==> config.mk <==
export PLATFORM = sky130hd
export DESIGN_NAME = drive_process_data_status
export DESIGN_NICKNAME = d
export VERILOG_FILES = /design/src/pd_status_pkg.sv /design/src/drive_process_data_status.sv /design/src/pd_word_mem.sv
export SDC_FILE = /design/constraint.sdc
export NUM_CORES = 1
export LEC_CHECK = 0
export ABC_AREA = 1
export BUFFER_PORTS_ARGS = -buffer_cell sky130_fd_sc_hd__buf_2
export CAP_MARGIN = 20
export CORE_ASPECT_RATIO = 1.75
export CORE_UTILIZATION = 25
export CTS_CLUSTER_DIAMETER = 50
export DETAILED_ROUTE_END_ITERATION = 8
export PLACE_DENSITY_LB_ADDON = 0.15
export SYNTH_ARGS = -nofsm -noshare
export SYNTH_HDL_FRONTEND = slang
export SYNTH_HIERARCHICAL = 1
export SYNTH_SLANG_ARGS = --single-unit
==> constraint.sdc <==
create_clock -name pclk -period 3.8 [get_ports pclk]
set_input_delay 0.76 -clock pclk [delete_from_list [all_inputs] [get_ports pclk]]
set_output_delay 0.76 -clock pclk [all_outputs]
set_load 0.01 [all_outputs]
==> src/pd_status_pkg.sv <==
/*
  Package for the process-data and status-word block of a positioning drive.
  Holds APB offsets, assembly byte layout, status bit positions and control
  bit positions. Assumes a 32-bit APB bus and a single clock domain.
*/
package pd_status_pkg;

  // ****************************************************************
  // Register offsets (byte addresses)
  // ****************************************************************
  localparam logic [7:0] OFF_CONTROL      = 8'h00;
  localparam logic [7:0] OFF_TARGET       = 8'h04;
  localparam logic [7:0] OFF_PARAM_ID_IDX = 8'h08;
  localparam logic [7:0] OFF_PARAM_VALUE  = 8'h0C;
  localparam logic [7:0] OFF_STATUS       = 8'h10;
  localparam logic [7:0] OFF_ACTUAL_SPEED = 8'h14;
  localparam logic [7:0] OFF_ACTUAL_POS   = 8'h18;
  localparam logic [7:0] OFF_ANS_ID_IDX   = 8'h1C;
  localparam logic [7:0] OFF_ANS_VALUE    = 8'h20;
  localparam logic [7:0] OFF_CONFIG       = 8'h24;
  localparam logic [7:0] OFF_LIMITS       = 8'h28;
  localparam logic [7:0] OFF_IRQ_STATUS   = 8'h2C;
  localparam logic [7:0] OFF_IRQ_MASK     = 8'h30;

  // ****************************************************************
  // Assembly layout
  // ****************************************************************
  localparam int ASM_FULL_BYTES  = 16;
  localparam int ASM_SHORT_BYTES = 8;
  localparam int ASM_WORDS       = 4;

  // ****************************************************************
  // Status word bits
  // ****************************************************************
  localparam int ST_TARGET_REACHED = 0;
  localparam int ST_DRAG_ERROR     = 1;
  localparam int ST_REV_KEY        = 2;
  localparam int ST_FWD_KEY        = 3;
  localparam int ST_POWER_OK       = 4;
  localparam int ST_RUN_ABORTED    = 5;
  localparam int ST_RUNNING        = 6;
  localparam int ST_OVER_TEMP      = 7;
  localparam int ST_FLAGS          = 8;

  // ****************************************************************
  // Control word bits
  // ****************************************************************
  localparam int CW_TRANSFER  = 2;
  localparam int CW_RELEASE   = 4;
  localparam int CW_ERR_ACK   = 14;

  // ****************************************************************
  // Analogue limits and reset values
  // ****************************************************************
  localparam logic [15:0] SUPPLY_MAX_MV     = 16'h7530; // 30 V
  localparam logic [15:0] TEMP_HYST_C       = 16'h0005; // 5 degC
  localparam logic [15:0] RST_POS_WINDOW    = 16'h000A;
  localparam logic [15:0] RST_DRAG_LIMIT    = 16'h0064;
  localparam logic [15:0] RST_UNDERVOLT_MV  = 16'h4E20;
  localparam logic [15:0] RST_TEMP_LIMIT_C  = 16'h0050;
  localparam logic [31:0] RST_CONFIG        = 32'h0000_0003;

endpackage : pd_status_pkg

==> src/drive_process_data_status.sv <==
/*
  Process-data mapping and status-word flag logic of a positioning drive.
  Software (scanner side) writes the output assembly over APB and reads the
  input assembly back. Motion events come from the motion core as pulses and
  levels. Assumes pclk at 50 MHz, all inputs synchronous to pclk.
*/
// How it works
// RULE1: Output assembly: control 0-1, unused 2-3, target 4-7, param id/index/value 8-15.
// RULE2: Input assembly: status 0-1, speed 2-3, position 4-7, param answer 8-15.
// RULE3: Without parameter interface both assemblies are 8 bytes, param words inert.
// RULE4: Scanner sets output and input size selections the same.
// RULE5: Target-reached set on successful arrival or readjusted displacement within window.
// RULE6: Target-reached cleared on far new target, manual run, bad target, rotation.
// RULE7: Drag error set when following error exceeds limit outside braking.
// RULE8: Drag error and run aborted cleared on new run or acknowledge rising edge.
// RULE9: Status bits 2 and 3 follow reverse and forward jog keys.
// RULE10: Power bit set while supply above undervoltage limit and below 30V.
// RULE11: Run-aborted set when release withdrawn or control bits invalid during run.
// RULE12: Running bit follows rotation, clear at standstill.
// RULE13: Over-temperature set above limit, cleared 5 degC below limit.
// RULE14: Scanner acknowledges errors with 0-to-1 edge on control bit 14.
// RULE15: Runs start only with release set; clearing release aborts the run.
// RULE16: Status, speed and position refreshed in input assembly every exchange.
`timescale 1ns/1ps
module drive_process_data_status (
  // APB slave
  input  wire logic        pclk,
  input  wire logic        presetn,
  input  wire logic        psel,
  input  wire logic        penable,
  input  wire logic        pwrite,
  input  wire logic [7:0]  paddr,
  input  wire logic [31:0] pwdata,
  output logic      [31:0] prdata,
  output logic             pready,
  output logic             pslverr,
  // Motion core events and levels
  input  wire logic        run_request,
  input  wire logic        manual_run,
  input  wire logic        target_arrived,
  input  wire logic        invalid_target,
  input  wire logic        invalid_bits,
  input  wire logic        run_active,
  input  wire logic        braking,
  input  wire logic        rotating,
  input  wire logic        standstill_turned,
  input  wire logic        readjust_active,
  input  wire logic [31:0] commanded_pos,
  input  wire logic [31:0] actual_pos,
  input  wire logic [15:0] actual_speed,
  // Parameter answer from the parameter engine
  input  wire logic [31:0] answer_id_idx,
  input  wire logic [31:0] answer_value,
  // Keys and analogue readings
  input  wire logic        rev_key,
  input  wire logic        fwd_key,
  input  wire logic [15:0] supply_mv,
  input  wire logic [15:0] temp_c,
  // To motion core, plus status word and interrupt
  output logic      [15:0] control_word,
  output logic      [31:0] target_value,
  output logic      [31:0] param_id_idx,
  output logic      [31:0] param_value,
  output logic             run_start,
  output logic             run_abort,
  output logic      [15:0] status_word,
  output logic             irq
);

  // ****************************************************************
  // State
  // ****************************************************************
  typedef struct packed {
    logic [15:0]               control;
    logic [31:0]               target;
    logic [31:0]               pid_idx;
    logic [31:0]               pvalue;
    logic [31:0]               config_w;  // [0] out size, [1] in size
    logic [15:0]               pos_window;
    logic [15:0]               drag_limit;
    logic [15:0]               undervolt;
    logic [15:0]               temp_limit;
    logic [pd_status_pkg::ST_FLAGS-1:0] flags;
    logic [pd_status_pkg::ST_FLAGS-1:0] irq_status;
    logic [pd_status_pkg::ST_FLAGS-1:0] irq_mask;
    logic                      ack_prev;
    logic [1:0]                refresh_idx;
  } state_s;

  state_s state_reg;
  state_s state_next;

  logic        wr_acc;
  logic        rd_acc;
  logic        param_on;
  logic [31:0] pos_diff;
  logic [31:0] follow_err;
  logic        ack_edge;
  logic        run_go;
  logic        abort_go;
  logic [31:0] mem_wdata;
  logic [31:0] mem_rdata;
  logic [1:0]  mem_raddr;
  logic        mem_sel;
  logic [pd_status_pkg::ST_FLAGS-1:0] flags_n;

  // Absolute difference of two positions
  function automatic logic [31:0] abs_diff(input logic [31:0] a, input logic [31:0] b);
    logic signed [32:0] d;
    d = $signed({a[31], a}) - $signed({b[31], b});
    abs_diff = d[32] ? 32'(-d) : d[31:0];
  endfunction : abs_diff

  // ****************************************************************
  // Bus decode and derived terms
  // ****************************************************************
  assign wr_acc     = psel && penable && pwrite;
  assign rd_acc     = psel && penable && !pwrite;
  assign pready     = 1'b1;
  assign param_on   = state_reg.config_w[0] && state_reg.config_w[1];  // see RULE3 see RULE4
  assign pos_diff   = abs_diff(state_reg.target, actual_pos);
  assign follow_err = abs_diff(commanded_pos, actual_pos);
  assign ack_edge   = state_reg.control[pd_status_pkg::CW_ERR_ACK] && !state_reg.ack_prev; // see RULE14
  assign run_go     = run_request && state_reg.control[pd_status_pkg::CW_RELEASE]; // see RULE15
  assign abort_go   = run_active && (!state_reg.control[pd_status_pkg::CW_RELEASE]
                      || invalid_bits);                              // see RULE15
  assign run_start  = run_go;
  assign run_abort  = abort_go;

  // Flag set and clear; set beats clear where both occur, but manual run beats arrival and standstill turn beats readjust set
  always_comb
  begin
    flags_n = state_reg.flags;
    if (manual_run || invalid_target || standstill_turned
        || (wr_acc && paddr == pd_status_pkg::OFF_TARGET
            && state_reg.control[pd_status_pkg::CW_TRANSFER]
            && abs_diff(pwdata, actual_pos) > {16'h0000, state_reg.pos_window}))
    begin
      flags_n[pd_status_pkg::ST_TARGET_REACHED] = 1'b0;                // see RULE6
    end
    if ((target_arrived && !manual_run)
        || (readjust_active && !rotating && pos_diff <= {16'h0000, state_reg.pos_window}
            && !state_reg.flags[pd_status_pkg::ST_TARGET_REACHED] && !standstill_turned))
    begin
      flags_n[pd_status_pkg::ST_TARGET_REACHED] = 1'b1;                // see RULE5
    end
    if (run_go || ack_edge)
    begin
      flags_n[pd_status_pkg::ST_DRAG_ERROR]  = 1'b0;                   // see RULE8
      flags_n[pd_status_pkg::ST_RUN_ABORTED] = 1'b0;                   // see RULE8
    end
    if (run_active && !braking && follow_err > {16'h0000, state_reg.drag_limit})
    begin
      flags_n[pd_status_pkg::ST_DRAG_ERROR] = 1'b1;                    // see RULE7
    end
    if (abort_go)
    begin
      flags_n[pd_status_pkg::ST_RUN_ABORTED] = 1'b1;                   // see RULE11
    end
    flags_n[pd_status_pkg::ST_REV_KEY] = rev_key;                      // see RULE9
    flags_n[pd_status_pkg::ST_FWD_KEY] = fwd_key;                      // see RULE9
    flags_n[pd_status_pkg::ST_POWER_OK] = (supply_mv > state_reg.undervolt)
                                          && (supply_mv < pd_status_pkg::SUPPLY_MAX_MV); // see RULE10
    flags_n[pd_status_pkg::ST_RUNNING] = rotating;                     // see RULE12
    if (temp_c > state_reg.temp_limit)
    begin
      flags_n[pd_status_pkg::ST_OVER_TEMP] = 1'b1;                     // see RULE13
    end
    else if (temp_c + pd_status_pkg::TEMP_HYST_C <= state_reg.temp_limit)
    begin
      flags_n[pd_status_pkg::ST_OVER_TEMP] = 1'b0;                     // see RULE13
    end
  end

  // ****************************************************************
  // Register update
  // ****************************************************************
  always_comb
  begin
    state_next = state_reg;
    state_next.flags = flags_n;
    state_next.ack_prev = state_reg.control[pd_status_pkg::CW_ERR_ACK];
    state_next.refresh_idx = state_reg.refresh_idx + 2'h1;
    // Sticky interrupt bits on rising flags; write-one clears, set wins
    if (wr_acc && paddr == pd_status_pkg::OFF_IRQ_STATUS)
    begin
      state_next.irq_status = state_reg.irq_status & ~pwdata[pd_status_pkg::ST_FLAGS-1:0];
    end
    state_next.irq_status = state_next.irq_status | (flags_n & ~state_reg.flags);
    if (wr_acc)
    begin
      unique case (paddr)
        pd_status_pkg::OFF_CONTROL:      state_next.control    = pwdata[15:0];  // see RULE1
        pd_status_pkg::OFF_TARGET:       state_next.target     = pwdata;        // see RULE1
        pd_status_pkg::OFF_PARAM_ID_IDX: state_next.pid_idx   =
          param_on ? pwdata : state_reg.pid_idx;                              // see RULE3
        pd_status_pkg::OFF_PARAM_VALUE:  state_next.pvalue    =
          param_on ? pwdata : state_reg.pvalue;                               // see RULE3
        pd_status_pkg::OFF_CONFIG:       state_next.config_w   = pwdata;
        pd_status_pkg::OFF_LIMITS:       {state_next.drag_limit, state_next.pos_window} = pwdata;
        pd_status_pkg::OFF_ACTUAL_SPEED: state_next.undervolt  = pwdata[15:0];
        pd_status_pkg::OFF_ACTUAL_POS:   state_next.temp_limit = pwdata[15:0];
        pd_status_pkg::OFF_IRQ_MASK:     state_next.irq_mask = pwdata[pd_status_pkg::ST_FLAGS-1:0];
        default:                         state_next.control    = state_reg.control;
      endcase
    end
  end

  // State register
  always_ff @(posedge pclk or negedge presetn)
  begin
    if (!presetn)
    begin
      state_reg            <= '0;
      state_reg.config_w   <= pd_status_pkg::RST_CONFIG;
      state_reg.pos_window <= pd_status_pkg::RST_POS_WINDOW;
      state_reg.drag_limit <= pd_status_pkg::RST_DRAG_LIMIT;
      state_reg.undervolt  <= pd_status_pkg::RST_UNDERVOLT_MV;
      state_reg.temp_limit <= pd_status_pkg::RST_TEMP_LIMIT_C;
    end
    else
    begin
      state_reg <= state_next;
    end
  end

  // ****************************************************************
  // Input assembly, refreshed word by word every cycle
  // ****************************************************************
  always_comb
  begin
    unique case (state_reg.refresh_idx)
      2'h0:    mem_wdata = {actual_speed, 8'h00, state_reg.flags};          // see RULE2
      2'h1:    mem_wdata = actual_pos;                                      // see RULE2
      2'h2:    mem_wdata = param_on ? answer_id_idx : 32'h0000_0000;        // see RULE3
      default: mem_wdata = param_on ? answer_value : 32'h0000_0000;         // see RULE3
    endcase
  end

  // Offsets from the speed word up select input assembly words 0 to 3
  assign mem_sel   = (paddr >= pd_status_pkg::OFF_STATUS)
                     && (paddr <= pd_status_pkg::OFF_ANS_VALUE);
  assign mem_raddr = 2'(paddr[7:2] - pd_status_pkg::OFF_ACTUAL_SPEED[7:2]);

  pd_word_mem u_input_asm (
    .pclk    (pclk),
    .presetn (presetn),
    .wr_en   (1'b1),                                                       // see RULE16
    .wr_addr (state_reg.refresh_idx),
    .wr_data (mem_wdata),
    .rd_addr (mem_raddr),
    .rd_data (mem_rdata)
  );

  // Read mux; parameter answer words come through the memory, others direct
  always_comb
  begin
    prdata  = 32'h0000_0000;
    pslverr = 1'b0;
    if (rd_acc)
    begin
      unique case (paddr)
        pd_status_pkg::OFF_CONTROL:      prdata = {16'h0000, state_reg.control};
        pd_status_pkg::OFF_TARGET:       prdata = state_reg.target;
        pd_status_pkg::OFF_PARAM_ID_IDX: prdata = state_reg.pid_idx;
        pd_status_pkg::OFF_PARAM_VALUE:  prdata = state_reg.pvalue;
        pd_status_pkg::OFF_STATUS:       prdata = {16'h0000, 8'h00, state_reg.flags};
        pd_status_pkg::OFF_ACTUAL_SPEED: prdata = {16'h0000, actual_speed};
        pd_status_pkg::OFF_ACTUAL_POS:   prdata = actual_pos;
        pd_status_pkg::OFF_ANS_ID_IDX:   prdata = mem_rdata;                // see RULE2
        pd_status_pkg::OFF_ANS_VALUE:    prdata = mem_rdata;                // see RULE2
        pd_status_pkg::OFF_CONFIG:       prdata = state_reg.config_w;
        pd_status_pkg::OFF_LIMITS:       prdata = {state_reg.drag_limit, state_reg.pos_window};
        pd_status_pkg::OFF_IRQ_STATUS:   prdata = {24'h000000, state_reg.irq_status};
        pd_status_pkg::OFF_IRQ_MASK:     prdata = {24'h000000, state_reg.irq_mask};
        default:                         pslverr = !mem_sel;
      endcase
    end
  end

  // Outputs
  assign control_word = state_reg.control;
  assign target_value = state_reg.target;
  assign param_id_idx = state_reg.pid_idx;
  assign param_value  = state_reg.pvalue;
  assign status_word  = {8'h00, state_reg.flags};
  assign irq          = |(state_reg.irq_status & state_reg.irq_mask);

  // ****************************************************************
  // Assertions
  // ****************************************************************
  drag_set_a: assert property (@(posedge pclk) disable iff (!presetn)
    run_active && !braking && follow_err > {16'h0000, state_reg.drag_limit}
    |=> status_word[pd_status_pkg::ST_DRAG_ERROR]) // see RULE7
    else $error("drag error not set");

  ack_clear_a: assert property (@(posedge pclk) disable iff (!presetn)
    ack_edge && !(run_active && !braking && follow_err > {16'h0000, state_reg.drag_limit})
    |=> !status_word[pd_status_pkg::ST_DRAG_ERROR]) // see RULE8
    else $error("drag error not cleared by acknowledge");

  key_follow_a: assert property (@(posedge pclk) disable iff (!presetn)
    ##1 status_word[pd_status_pkg::ST_REV_KEY] == $past(rev_key)
    && status_word[pd_status_pkg::ST_FWD_KEY] == $past(fwd_key)) // see RULE9
    else $error("key bits do not follow keys");

  power_band_a: assert property (@(posedge pclk) disable iff (!presetn)
    supply_mv >= pd_status_pkg::SUPPLY_MAX_MV |=> !status_word[pd_status_pkg::ST_POWER_OK]) // see RULE10
    else $error("power bit set above 30V");

  abort_set_a: assert property (@(posedge pclk) disable iff (!presetn)
    run_active && !control_word[pd_status_pkg::CW_RELEASE]
    |-> run_abort ##1 status_word[pd_status_pkg::ST_RUN_ABORTED]) // see RULE11
    else $error("run abort not flagged");

  running_bit_a: assert property (@(posedge pclk) disable iff (!presetn)
    $rose(rotating) |=> status_word[pd_status_pkg::ST_RUNNING]) // see RULE12
    else $error("running bit missed rotation");

  temp_hyst_a: assert property (@(posedge pclk) disable iff (!presetn)
    status_word[pd_status_pkg::ST_OVER_TEMP] && temp_c + pd_status_pkg::TEMP_HYST_C
    > state_reg.temp_limit |=> status_word[pd_status_pkg::ST_OVER_TEMP]) // see RULE13
    else $error("over-temperature cleared inside hysteresis");

  reach_set_a: assert property (@(posedge pclk) disable iff (!presetn)
    target_arrived && !manual_run |=> status_word[pd_status_pkg::ST_TARGET_REACHED]) // see RULE5
    else $error("target reached not set");

  reach_clear_a: assert property (@(posedge pclk) disable iff (!presetn)
    manual_run && !target_arrived |=> !status_word[pd_status_pkg::ST_TARGET_REACHED]) // see RULE6
    else $error("target reached not cleared by manual run");

  release_gate_a: assert property (@(posedge pclk) disable iff (!presetn)
    run_start |-> control_word[pd_status_pkg::CW_RELEASE]) // see RULE15
    else $error("run started without release");

endmodule : drive_process_data_status

==> src/pd_word_mem.sv <==
/*
  Small register-read memory of four 32-bit words, used for the input
  assembly. Read data come from a register. Assumes one clock.
*/
`timescale 1ns/1ps
module pd_word_mem (
  // Clock and reset
  input  wire logic        pclk,
  input  wire logic        presetn,
  // Write port
  input  wire logic        wr_en,
  input  wire logic [1:0]  wr_addr,
  input  wire logic [31:0] wr_data,
  // Read port
  input  wire logic [1:0]  rd_addr,
  output logic      [31:0] rd_data
);

  typedef struct packed {
    logic [3:0][31:0] words;
    logic [31:0]      rdata;
  } mem_s;

  mem_s state_reg;
  mem_s state_next;

  // Write and registered read
  always_comb
  begin
    state_next = state_reg;
    if (wr_en)
    begin
      state_next.words[wr_addr] = wr_data;
    end
    state_next.rdata = state_reg.words[rd_addr];
  end

  // State register
  always_ff @(posedge pclk or negedge presetn)
  begin
    if (!presetn)
    begin
      state_reg <= '0;
    end
    else
    begin
      state_reg <= state_next;
    end
  end

  assign rd_data = state_reg.rdata;

endmodule : pd_word_mem

Yosys cells after proc, flatten, opt, wreduce, memory -nomap -nowiden

Index checks and enable logic that the tools add are counted.

Logic and storage cells: 134
Register bits: 395

Eq/ne operators: 14
Add/sub/neg operators: 9
$lt $le $gt $ge: 12
Reductions and logical operators: 50
Bitwise gates (word level): 6
Mux-type cells: 24

Operators by type and width:

| kind                    | number |
|---|---|
| $pmux W32 S12           | 1 |
| $mux W32                | 8 |
| $bwmux W128             | 1 |
| $sub A32 B32 Y33        | 3 |
| $neg A32 Y32            | 3 |
| $pmux W32 S3            | 1 |
| $bmux W32 S2            | 1 |
| $demux W32 S2           | 1 |
| $gt A32 B16 Y1          | 2 |
| $eq A8 B6 Y1 const B    | 5 |
| $eq A8 B5 Y1 const B    | 4 |
| $gt A16 B16 Y1          | 2 |
| $le A32 B16 Y1          | 1 |
| $and A8 B8 Y8           | 3 |
| $logic_and A1 B1 Y1     | 21 |
| $add A16 B3 Y16 const B | 1 |
| $eq A8 B4 Y1 const B    | 2 |
| $le A16 B16 Y1          | 1 |
| $lt A16 B15 Y1 const B  | 1 |
| $not A8 Y8              | 2 |
| $reduce_and A2 Y1       | 7 |
| $reduce_or A13 Y1       | 1 |
| $mux W1                 | 10 |
| $logic_not A1 Y1        | 9 |
| other kinds (17)        | 24 |

Logic depth before layout (Yosys ltp)

Depth in word-level cells: 11
Mapped depth: 37
Depth with buffers taken out: 35

By module

Netlist, hierarchy kept.

By module, submodules not included:

| module                    | times used | cells each | seq. area each (um2) | area each (um2) |
|---|---|---|---|---|
| drive_process_data_status | 1          | 4196       | 5898.2               | 26050.0 |
| pd_word_mem               | 1          | 1000       | 4003.8               | 7743.7 |

Least setup slack after synthesis

OpenSTA, ideal clock, no wires.

Kind: input port to flip-flop
Start: input port pwdata[0]
End: register state_reg (netlist bit status_word[0])
Slack: -571 ps
Data arrival time: 4302 ps
Stages on the path: 36
Required time: 3731 ps
Cells stage by stage: inv_1 -> clkbuf_1 -> ha_1 -> inv_1 -> fa_1 -> nand2_1 -> o21ai_2 -> nand3_1 -> nand3_1 -> nand3_1 -> nand2_1 -> nand2_1 -> nand3_1 -> nand2_2 -> inv_2 -> buf_6 -> nor2_1 -> xor2_1 -> inv_1 -> ha_1 -> nand2_1 -> nor2_1 -> a211oi_1 -> o221a_2 -> o21ai_0 -> nand2_1 -> nand2_1 -> inv_1 -> nand2_1 -> nor2_1 -> nand2_1 -> nor2_1 -> nand2_1 -> nand2_1 -> nand2_1 -> nand3_1

Longest elaborated chain between the ends: 8

Ends and longest elaborated chain:

| element                 | RTL line                         | RTL |
|---|---|---|
| start: declaration      | drive_process_data_status.sv:33  | `input wire logic [31:0] pwdata,` |
| $sub A32 B32 Y33 (*)    | drive_process_data_status.sv:110 | `d = $signed({a[31], a}) - $signed({b[31], b});` |
| $neg A32 Y32            | drive_process_data_status.sv:111 | `abs_diff = d[32] ? 32'(-d) : d[31:0];` |
| $mux W32 (*)            | drive_process_data_status.sv:111 |  |
| $gt A32 B16 Y1 (*)      | drive_process_data_status.sv:137 | `&& abs_diff(pwdata, actual_pos) > {16'h0000, state_reg.pos_window}))` |
| $logic_and A1 B1 Y1 (*) | drive_process_data_status.sv:137 |  |
| $logic_or A1 B1 Y1 (*)  | drive_process_data_status.sv:135 | `\|\| (wr_acc && paddr == pd_status_pkg::OFF_TARGET` |
| $mux W1 (*)             | drive_process_data_status.sv:134 | `if (manual_run \|\| invalid_target \|\| standstill_turned` |
| $mux W1 (*)             | drive_process_data_status.sv:141 | `if ((target_arrived && !manual_run)` |
| via flags_n, one bit    | drive_process_data_status.sv:105 | `logic [pd_status_pkg::ST_FLAGS-1:0] flags_n;` |
| end signal: assignment  | drive_process_data_status.sv:223 | `state_reg <= state_next;` |
| end: declaration        | drive_process_data_status.sv:90  | `state_s state_reg;` |

The timed path passes the listed nets; every way through them passes the cells marked *.
A chain may end at the register's enable or synchronous reset.

==> summary.txt <==
DRC = 0
critical path type = register to register
violated checks = negative setup slack
slowest stage delay, CP = 0.57 ns
via count = 39.3k
die footprint = 137000 um^2
P per Cell Area = 302 nW/um^2
CP max stage cell = fa_2
gr usage total = 0.282
fin. max-slew vios = 0
leakage = 25.1 nW
Critical Path AT = 4.73 ns
Buffers & Inverters on Critical Path = 4
proportion of layout cells with a drive suffix above 1 = 0.297
crit path max fanout = 2
crit path time final = 4.11 ns
Seq cells post-synth = 395
WP depth = 29
largest net degree at the start of global routing = 101
synthesis-to-layout area growth = 41.0%
initial antenna violation count = 23
Reg clk slew, reported paths = 0.07 ns
DRT Pass-1 Iters = 6
cts bufs inserted = 47
Seq/Total Area, Yosys = 0.293
EDFF count, synth = 0
num rows = 178
status = finished, violations left
Worst Path Required = 4.42 ns
startpoint types = register
CTS sink cnt = 395
Worst VDD drop = 273 uV
I/O pin total = 398
RSZ-0062 raised after global routing = yes
Clock Skew = 0.0802 ns
Worst slew margin = 0.314
Async S/R FF share, synth = 1.00
die span in y = 488 um
CTS tree = yes
Hold Fails Final Rpt = 0
Tightest Pin Transition = 1.02 ns
most frequent CP cell = nand2_1
Syn Area/Cell = 6.50 um^2
CORE AREA = 134000 um^2
I/O Buffers = 388
R2R depth = 29
Netlist cell types = 63
max FFs per register = 128
root buf cell = clkbuf_16
worst hold-check path type = input pin to async pin
worst skew pair latency = 0.68 ns
final net count = 6778
post-detail-place hpwl = 163000 um
gpl congestion = 0.988
clk buf depth = 3
max_cap viols = 0
fmax = 243 MHz
final worst slack = -0.311 ns
Post-Syn Area = 33800 um^2
Post-synth top flop = dfrtp_1
Worst setup EP type = register
global-route wire length before repair = 274000 um
setup TNS = -1.09 ns
H-tree levels = 2
Final setup viols = 4
Final period util = 1.08
yosys warns = 6
final WL = 195000 um
antenna viol nets, final = 0
Starting DRT DRC Count = 2977
Die Width = 280 um
WHS = 0.0509 ns
Largest delay share family, worst path = simple AND/OR/NAND/NOR gates
# hold bufs at CTS = 0
Routed WL per cell = 23.8 um
DR vias/cell = 4.79
Starting Density = 0.252
cells after synthesis = 5196
vias in the first global route = 39.4k
gr ovfl total = 0
placed cells by master, fill, tap and decap left out, drive strengths merged, types with 7 or more instances in the layout:
cell type | synthesis | layout
conb | 2 | 10
nand3 | 379 | 379
nand3b | 18 | 18
o21bai | 11 | 11
ha | 204 | 204
clkinv | 8 | 17
diode | 0 | 16
a21o | 7 | 7
a22o | 8 | 8
xnor2 | 10 | 10
buf | 231 | 1408
dfstp | 14 | 14
inv | 806 | 802
a31o | 9 | 9
nand2 | 1679 | 1679
clkinvlp | 0 | 13
dfrtp | 381 | 381
clkbuf | 93 | 65
a221oi | 59 | 59
xor2 | 57 | 57
a22oi | 8 | 8
o22ai | 37 | 37
o21ai | 367 | 367
nor3 | 43 | 43
a21oi | 169 | 169
nand4 | 149 | 149
a31oi | 33 | 33
nor2 | 366 | 366
synth_stat cells (4+ instances only):
master / n / area (um^2)
a211oi_1: 4 / 30.0
a21o_1: 7 / 52.6
a21oi_1: 160 / 801
a21oi_2: 9 / 78.8
a221oi_1: 59 / 517
a22o_1: 8 / 70.1
a22oi_1: 8 / 60.1
a31o_2: 9 / 78.8
a31oi_1: 33 / 206
buf_1: 6 / 22.5
buf_2: 48 / 240
buf_4: 168 / 1260
buf_6: 9 / 101
clkbuf_1: 93 / 349
clkinv_1: 8 / 30.0
dfrtp_1: 381 / 9530
dfstp_2: 14 / 368
ha_1: 204 / 2550
inv_1: 781 / 2930
inv_2: 25 / 93.8
nand2_1: 1626 / 6100
nand2_2: 52 / 325
nand3_1: 368 / 1840
nand3_2: 10 / 100
nand3b_1: 18 / 135
nand4_1: 145 / 907
nand4_2: 4 / 50.1
nor2_1: 331 / 1240
nor2_2: 24 / 150
nor2_4: 11 / 124
nor3_1: 34 / 170
nor3_2: 9 / 90.1
o2111ai_1: 4 / 35.0
o211ai_1: 5 / 37.5
o21ai_0: 327 / 1640
o21ai_1: 39 / 195
o21bai_1: 11 / 82.6
o221ai_1: 5 / 43.8
o22ai_1: 37 / 231
xnor2_1: 9 / 78.8
xor2_1: 57 / 499
what timing repair did:
item                                    4_1_cts  5_1_grt
cloned                                        0        1
endpoints found under the setup margin        5        8
pin swaps                                    67       30
gates resized for setup                     213       69
buffers inserted                             34       10
path summary, 6_finish.rpt:
check | from | to | slack (ns)
max | target_value[0] | state_reg[11] | -0.31
min | presetn | param_id_idx[28] | 0.05
max reg2reg | target_value[0] | state_reg[11] | -0.31
min reg2reg | control_word[14] | state_reg[2] | 0.43
max in group asynchronous | presetn | state_reg[31] | 2.75
min in group pclk | fwd_key | status_word[3] | 0.29
routing by layer:
metal,track usage,routed length [um],vias up
met5,0,81,-
met4,0.183,14700,12
met3,0.0480,11600,393
met2,0.515,98700,1313
met1,0.294,70200,18707
li1,-,-,18844
worst register-to-register path, delay by kind of cell, from the launching register on:
kind | cells | cell delay [ns]
AO/OA/AOI/OAI | 1 | 0.17
XOR/XNOR | 1 | 0.14
adder cells (fa/ha/maj) | 4 | 1.19
buffers and inverters | 4 | 0.31
flip-flops | 1 | 0.36
AND/OR/NAND/NOR | 19 | 1.88
cells by family after synthesis:
group | Yosys count | synth area share
AND/OR/NAND/NOR | 2645 | 0.336
adder cells (fa/ha/maj) | 207 | 0.0773
flip-flops | 395 | 0.293
other | 2 | 0.000222
AO/OA/AOI/OAI | 742 | 0.127
XOR/XNOR | 67 | 0.0176
buffers and inverters | 1138 | 0.149
through the flow:
stage | power, mW | setup WS (ns) | std cells | util | cell area (um^2)
3_5_place_dp | 9.18 | -1.45 | 8045 | 0.329 | 44100
6_report | 14.4 | -0.311 | 8191 | 0.355 | 47600
5_1_grt | 15.1 | -0.567 | 8181 | 0.355 | 47600
2_1_floorplan | 6.68 | -0.403 | 5204 | - | 34000
4_1_cts | 14.4 | -0.249 | 8164 | 0.351 | 47100
3_3_place_gp | 9.15 | -1.41 | 8044 | 0.329 | 44100
power breakdown:
group,switching (mW),internal (mW),leakage [nW]
Clock,2.18,2.78,0.810
Combinational,2.91,2.07,19.1
Sequential,0.0959,4.33,5.25
area by class of cell:
cell class | count | area, um^2
flip-flops and latches | 395 | 9900
diodes | 16 | 40.0
multi-input cells | 3671 | 20300
clock inverters | 22 | 343
fillers | 14926 | 86700
inverters | 814 | 3120
well taps | 1800 | 2250
clock buffers | 64 | 1320
repair buffers | 1409 | 10400
Power figures use the tool's default switching activity.
